===== src/usb_line_map.vh =====
// Purpose: Constants for the full-speed line state detector
// Assumes: 125 MHz system clock, 12 Mb/s full-speed link
// Notes: Times are in their own units; cycle counts derive from them
`ifndef USB_LINE_MAP_VH
`define USB_LINE_MAP_VH

// ----------------------------------------
// Clock and link rates
// ----------------------------------------
`define CLK_HZ 125000000
`define BIT_RATE_HZ 12000000
// Bit period in cycles, rounded down (10 cycles at 125 MHz)
`define BIT_CYCLES (`CLK_HZ / `BIT_RATE_HZ)
// Tolerated shortfall: a bit time of 0.75 nominal still qualifies
`define BIT_MIN_CYCLES ((`BIT_CYCLES * 3) / 4)

// ----------------------------------------
// Reset timing
// ----------------------------------------
`define RESET_TIME_US 10000
// Least time in whole cycles; the cycles per microsecond are rounded down
`define RESET_CYCLES ((`RESET_TIME_US * (`CLK_HZ / 1000000)))

// ----------------------------------------
// Line state codes
// ----------------------------------------
`define LS_SE0 2'h0
`define LS_J 2'h1
`define LS_K 2'h2
`define LS_SE1 2'h3

`endif

===== src/pin_sync3.v =====
// Purpose: Three-stage synchroniser with agreement qualify
// Assumes: Input is asynchronous to clk
// Notes: A change is accepted once stages two and three agree
`timescale 1ns/1ps

module pin_sync3 #(
    // Level held through reset; matches the pin's idle level
    parameter [0:0] INIT = 1'b0
) (
    // Clock and reset
    input wire clk,
    input wire rst,
    // Pin side
    input wire pin_in,
    // Qualified level
    output reg level_r
);

reg s1_r;
reg s2_r;
reg s3_r;

// Stage one is read by stage two only, to keep metastability contained
always @(posedge clk or posedge rst) begin
    // Starting at the idle level avoids a false line change after reset
    if (rst) begin
        s1_r <= INIT;
        s2_r <= INIT;
        s3_r <= INIT;
        level_r <= INIT;
    end else begin
        s1_r <= pin_in;
        s2_r <= s1_r;
        s3_r <= s2_r;
        if (s2_r == s3_r) begin
            level_r <= s3_r;
        end
    end
end

endmodule


===== src/usb_fs_line_state_detector.v =====
// Purpose: Receive line state, packet framing and bus reset detection
// Assumes: D+ and D- arrive as digital receiver levels from a pad
// Notes: Single clock; bit timing comes from cycle counting
//
// Overview of operation
// - Idle to K marks packet start
// - SE0 then J for one bit ends packet
// - EOP widths measured in approximate bit periods
// - Long continuous SE0 signals bus reset
// - Both lines low decode as SE0
// - Idle is J held without transitions
// - Bit timing derived from 12 Mb/s
`timescale 1ns/1ps
`include "usb_line_map.vh"

module usb_fs_line_state_detector #(
    parameter RESET_CYCLES = `RESET_CYCLES,
    parameter IDLE_BITS = 7
) (
    // Clock and reset
    input wire clk,
    input wire rst,
    // Data line receiver levels
    input wire dp_in,
    input wire dm_in,
    // Decoded line state
    output reg [1:0] line_state_r,
    output reg idle_r,
    output reg resume_r,
    // Packet framing: start and end events one cycle each, plus in-packet level
    output reg sop_r,
    output reg eop_r,
    output reg in_packet_r,
    // Bus reset
    output reg bus_reset_r
);

localparam CW = 24;
localparam integer BIT_I = `BIT_CYCLES;
localparam integer BIT_MIN_I = `BIT_MIN_CYCLES;
localparam integer RST_I = RESET_CYCLES;
localparam integer IDLE_I = IDLE_BITS * `BIT_CYCLES;
// Counts are cut to the counter width on purpose; all fit in 24 bits
localparam [CW-1:0] BIT_N = BIT_I[CW-1:0];
localparam [CW-1:0] BIT_MIN = BIT_MIN_I[CW-1:0];
localparam [CW-1:0] RST_N = RST_I[CW-1:0];
localparam [CW-1:0] IDLE_N = IDLE_I[CW-1:0];

// Framing states
localparam ST_IDLE = 2'h0;
localparam ST_PKT = 2'h1;
localparam ST_SE0 = 2'h2;
localparam ST_EOPJ = 2'h3;

wire dp_s;
wire dm_s;
reg [1:0] ls_nxt;
reg [1:0] prev_ls_r;
reg [CW-1:0] run_r;
reg [1:0] st_r;
reg [1:0] st_nxt;
reg sop_nxt;
reg eop_nxt;

// ----------------------------------------
// Input synchronisers
// ----------------------------------------
// D+ idles high on a full-speed link
pin_sync3 #(
    .INIT(1'b1)
) u_sync_dp (
    .clk(clk),
    .rst(rst),
    .pin_in(dp_in),
    .level_r(dp_s)
);

pin_sync3 #(
    .INIT(1'b0)
) u_sync_dm (
    .clk(clk),
    .rst(rst),
    .pin_in(dm_in),
    .level_r(dm_s)
);

// ----------------------------------------
// Line state decode
// ----------------------------------------
// SE0 takes precedence over any differential reading
always @* begin
    if (!dp_s && !dm_s) begin
        ls_nxt = `LS_SE0;
    end else if (dp_s && !dm_s) begin
        ls_nxt = `LS_J;
    end else if (!dp_s && dm_s) begin
        ls_nxt = `LS_K;
    end else begin
        ls_nxt = `LS_SE1;
    end
end

// Run length of the current line state, saturating
always @(posedge clk or posedge rst) begin
    if (rst) begin
        line_state_r <= `LS_J;
        prev_ls_r <= `LS_J;
        run_r <= {CW{1'b0}};
    end else begin
        line_state_r <= ls_nxt;
        prev_ls_r <= line_state_r;
        if (ls_nxt != line_state_r) begin
            run_r <= {CW{1'b0}};
        end else if (run_r != {CW{1'b1}}) begin
            run_r <= run_r + 1'b1;
        end
    end
end

// ----------------------------------------
// Packet framing
// ----------------------------------------
// Bit periods are counted from the 12 Mb/s rate with a tolerant minimum,
// since the host's bit edges are only approximately aligned to our clock
always @* begin
    st_nxt = st_r;
    sop_nxt = 1'b0;
    eop_nxt = 1'b0;
    case (st_r)
        ST_IDLE: begin
            // Idle means J with no transitions for a few bit times
            if (line_state_r == `LS_K && prev_ls_r == `LS_J && idle_r) begin
                st_nxt = ST_PKT;
                sop_nxt = 1'b1;
            end
        end
        ST_PKT: begin
            if (line_state_r == `LS_SE0) begin
                st_nxt = ST_SE0;
            end
        end
        ST_SE0: begin
            if (line_state_r == `LS_J) begin
                // SE0 must have lasted at least an approximate bit time
                if (run_r >= BIT_MIN - 1'b1 || prev_ls_r != `LS_SE0) begin
                    st_nxt = ST_EOPJ;
                end
            end else if (line_state_r == `LS_K || line_state_r == `LS_SE1) begin
                st_nxt = ST_PKT;
            end
        end
        default: begin
            if (line_state_r != `LS_J) begin
                st_nxt = (line_state_r == `LS_SE0) ? ST_SE0 : ST_PKT;
            end else if (run_r >= BIT_MIN) begin
                st_nxt = ST_IDLE;
                eop_nxt = 1'b1;
            end
        end
    endcase
end

// Glitch filter on short SE0: the SE0 run is checked on leaving it
reg se0_ok_r;
always @(posedge clk or posedge rst) begin
    if (rst) begin
        se0_ok_r <= 1'b0;
    end else if (line_state_r == `LS_SE0) begin
        se0_ok_r <= (run_r + 1'b1 >= BIT_MIN);
    end
end

always @(posedge clk or posedge rst) begin
    if (rst) begin
        st_r <= ST_IDLE;
        sop_r <= 1'b0;
        eop_r <= 1'b0;
        in_packet_r <= 1'b0;
    end else begin
        if (st_r == ST_SE0 && st_nxt == ST_EOPJ && !se0_ok_r) begin
            st_r <= ST_PKT;
        end else begin
            st_r <= st_nxt;
        end
        sop_r <= sop_nxt;
        eop_r <= eop_nxt;
        in_packet_r <= (st_nxt != ST_IDLE);
    end
end

// ----------------------------------------
// Idle, resume and bus reset
// ----------------------------------------
// Reset holds while SE0 lasts; framing is left to the packet logic
always @(posedge clk or posedge rst) begin
    if (rst) begin
        idle_r <= 1'b0;
        resume_r <= 1'b0;
        bus_reset_r <= 1'b0;
    end else begin
        // Judged on the state before this edge, so idle still stands in the
        // cycle where K first shows and the start can be qualified by it
        idle_r <= (line_state_r == `LS_J) && (run_r >= IDLE_N - 1'b1);
        resume_r <= (st_r == ST_IDLE) && (line_state_r == `LS_K) &&
                    (run_r >= BIT_N);
        bus_reset_r <= (line_state_r == `LS_SE0) && (ls_nxt == `LS_SE0) &&
                       (run_r >= RST_N - 1'b1);
    end
end

endmodule


===== config.mk =====
export PLATFORM = sky130hd
export DESIGN_NAME = usb_fs_line_state_detector
export DESIGN_NICKNAME = d
export VERILOG_FILES = /design/src/pin_sync3.v /design/src/usb_fs_line_state_detector.v
export VERILOG_INCLUDE_DIRS = /design/src
export SDC_FILE = /design/constraint.sdc
export NUM_CORES = 1
export LEC_CHECK = 0
export ABC_AREA = 1
export BUFFER_PORTS_ARGS = -buffer_cell sky130_fd_sc_hd__buf_4
export CAP_MARGIN = 20
export CORE_MARGIN = 8
export CORE_UTILIZATION = 40
export CTS_BUF_LIST = sky130_fd_sc_hd__clkbuf_8
export DETAILED_ROUTE_END_ITERATION = 16
export PLACE_DENSITY_LB_ADDON = 0.1
export SLEW_MARGIN = 20
export SYNTH_ARGS = -nofsm -noshare
export SYNTH_HDL_FRONTEND = slang
export SYNTH_SLANG_ARGS = --single-unit

===== constraint.sdc =====
create_clock -name clk -period 2.09 [get_ports clk]
set_input_delay 0.418 -clock clk [delete_from_list [all_inputs] [get_ports clk]]
set_output_delay 0.418 -clock clk [all_outputs]
set_load 0.01 [all_outputs]

==> results.txt <==
----------------------------------------------------
[Setup path]
  Timing endpoint of the critical path ... se0_ok_r
  Launch point of the worst path ... run_r[1]
  Data arrival time at the worst-slack endpoint ... about 2.1 ns
  Launching point of the worst reg2reg path ... run_r[1]
  Worst reg2reg path endpoint ... se0_ok_r
  Capturing element type of the critical path ... register
  Stage delay of the slowest cell on the critical path ... 0.41 ns
  Worst Path Required ... about 2.3 ns
  Kind of critical path ... reg2reg
  Peak fanout along the critical path ... 7
  Cell with the largest stage delay on the worst path ... dfrtp_2
  Cell-by-cell trace of the critical path ... ha_2, nand2_2, nor2_4, nand3_4, nor2_4, nand2_2, xor2_2, nand2_1, inv_1, nand2_1, nor2_1, nor2_1
  Worst Reg-to-Reg Cells ... 12
  Startpoint kind of the worst setup timing path ... register
  Slack of the worst reg-to-reg path ... 0.19 ns

[Flow run]
  Max Cap Viol ... 0

[Power and ir drop]
  Total leakage power ... 1.44 nW
  Peak ir drop on the vdd network ... about 350 uV
  Power density of the placed cells ... 548 nW/um^2

[Die]
  Initial core utilization ... 41.1%
  Std-Cell Core Area ... 6350 um^2
  Die ar. ... 9370 um^2
  Placement Rows ... 29
  X dimension of the die ... ~97 um
  Chip Height ... 96.8 um
  # IOs ... 12

[Synth]
  Sequential-to-total area share from yosys stat ... 43.4%
  Flop and latch count out of synthesis ... 45
  Most area-consuming cells after synthesis ... dfrtp_1 37%, nand2_1 15%, nor2_1 7.0%
  Cells after synthesis ... 361
  Cell variety after synth ... 33
  Library cell with the largest summed area after synthesis ... dfrtp_1
  Number of synthesis warnings ... 0
  Share of the synthesized area in the top cell type ... 37.4%
  Post-synthesis net count ... 369
  Netlist area before placement ... 2610 um^2
  Post-synthesis average cell area ... 7.23 um^2

[Final layout]
  Most common cell after layout, fill and taps aside ... nand2_1
  Share of layout cells above drive strength 1 ... 13.8%
  Final core utilization ... 46.1%
  Diodes inserted ... 0
  Final layout net count ... 390
  Commonest cells after routing, fill and taps aside ... 106 x nand2_1, 49 x nor2_1, 46 x inv_1
  Area growth syn-to-layout ... 12.1%

[Clocking]
  Clock edge transition at the registers on the reported setup and hold paths ... 0.09 ns
  Largest buffer count on any clock path ... 2
  TritonCTS clock tree ... done
  CTS buffer count ... 5
  Clock tree root buffer cell ... clkbuf_8
  Sink count of the clock tree ... 45
  Clock latency on the worst-skew pair ... 0.31 ns
  Max H-tree Level ... 2
  Post-cts hold buffer count ... 0

[Timing]
  Final number of hold-violating endpoints ... 0
  Slew HR ... 67.7%
  Setup repair after global routing missed its margin ... true
  Post-layout min period ... 1.90 ns
  Setup TNS after final layout ... 0 ns
  Highest achievable clock rate ... 525 MHz
  Final Worst Setup Slack ... around 0.19 ns
  Clock skew after layout ... 0.00844 ns
  Number of max-slew violations in the final report ... 0
  Part of the cycle the worst path needs ... 91.1%
  Slew @ Worst Pin ... 0.484 ns
  Final setup viols ... 0

[GRT]
  Wire length of the first global-routing pass ... 11.0 mm
  Maximum number of pins on one net before global-route repair ... 26
  GR Overflow Total ... 0
  Antenna violations before repair ... 0
  Via count of the first global-routing pass ... 2216
  Combined global-route utilization of all metal layers ... 14.1%

[Detailed routing]
  Wire length after detailed routing ... between 6 and 7 mm
  Drt first-iter violations ... 167
  First-pass DRT Iterations ... 4
  Vias after detailed routing ... between 2000 and 2500
  Number of routed nets with antenna violations ... 0
  Post-DR vias/cell ... about 5
  Routed length per placed instance ... 14.2 um
  Number of remaining DRC errors ... 0

[Min path]
  Worst hold path type ... in2async

[Placement]
  Count of buffers from port buffering ... 11
  Detailed-placement wirelength estimate ... 5.09 mm
  Final weighted congestion in routability-driven placement ... 0.958
  Pre-CTS setup slack ... 0.156 ns

[Run status]
  Run status ... finished clean

----------------------------------------------------
cell type report:
type | count | area, um^2
Fill cell | 638 | 3420
Multi-Input combinational cell | 261 | 1270
Sequential cell | 45 | 1130
Inverter | 48 | 180
Timing Repair Buffer | 21 | 158
Tap cell | 77 | 96.3
Clock buffer | 5 | 68.8
Clock inverter | 3 | 21.3
worst max-delay path, delay by kind of cell, from the launching register on:
family                   cells  cell delay [ns]
flip-flops                   1             0.41
XOR/XNOR                     1             0.15
adder cells (fa/ha/maj)      1             0.21
buffers and inverters        1             0.05
AND/OR/NAND/NOR              9             0.98
kinds of logic (layout without fill, tap and decap cells):
family	count (synthesis)	count (layout)	synth area share, %
and+or+nand+nor	213	213	36.2
buffers and inverters	55	77	8.67
DFF	45	45	43.4
AOI/OAI and AO/OA	38	38	7.71
adders and majority gates	6	6	2.68
xor gates and xnor gates	4	4	1.34
Yosys cell counts (all sizes together):
cell type / n
a21oi: 5
a31oi: 1
and2: 2
and3: 1
buf: 4
clkbuf: 3
dfrtp: 39
dfstp: 6
ha: 4
inv: 48
maj3: 2
nand2: 110
nand3: 23
nand3b: 1
nand4: 11
nor2: 55
nor3: 6
nor4: 1
nor4b: 1
o21ai: 27
o21bai: 2
o22ai: 2
o31ai: 1
or2: 2
xor2: 4
routing by layer:
| metal | part of all wire, % | up-vias | global-route usage (%) |
|---|---|---|---|
| li1 | - | 1184 | - |
| met1 | 48 | 1100 | 19.1 |
| met2 | 45 | 49 | 22.0 |
| met3 | 4.9 | 7 | 2.92 |
| met4 | 1.1 | 0 | 4.02 |
| met5 | 0 | - | 0 |
worst min path at each step:
stage	start	end	slack, ns	depth (start not counted)
3_3_place_gp	u_sync_dm.s1_r	u_sync_dm.s2_r	0.33	0
2_1_floorplan	u_sync_dm.s1_r	u_sync_dm.s2_r	0.33	0
4_1_cts	rst	se0_ok_r	0.15	2
6_report	rst	se0_ok_r	0.13	2
3_5_place_dp	u_sync_dm.s1_r	u_sync_dm.s2_r	0.34	0
5_1_grt	rst	bus_reset_r	0.18	2
registers in the layout, indices dropped and copies added (netlist names), 2 cells and up:
name and cells:
st_r 2, line_state_r 2, prev_ls_r 2, run_r 24
through the flow:
| step | instance area (um^2) | hold WS [ns] | cells | total power (W) |
|---|---|---|---|---|
| 3_3_place_gp | 2800 | 0.335 | 450 | 0.00106 |
| 5_1_grt | 2930 | 0.180 | 460 | 0.00168 |
| 4_1_cts | 2890 | 0.149 | 458 | 0.00163 |
| 3_5_place_dp | 2800 | 0.337 | 450 | 0.00106 |
| 6_report | 2930 | 0.132 | 460 | 0.00160 |
| 2_1_floorplan | 2610 | 0.331 | 361 | 0.00101 |
power by group:
group          leakage [nW]  internal [W]  switching, W
registers             0.590      0.000903     0.0000244
clock network        0.0445      0.000238      0.000319
logic                 0.810     0.0000404     0.0000789
what timing repair did:
item | CTS | global route
endpoints found under the setup margin | 0 | 2
buffers inserted | 0 | 2
gates resized for setup | 0 | 6
Power figures use the tool's default switching activity.
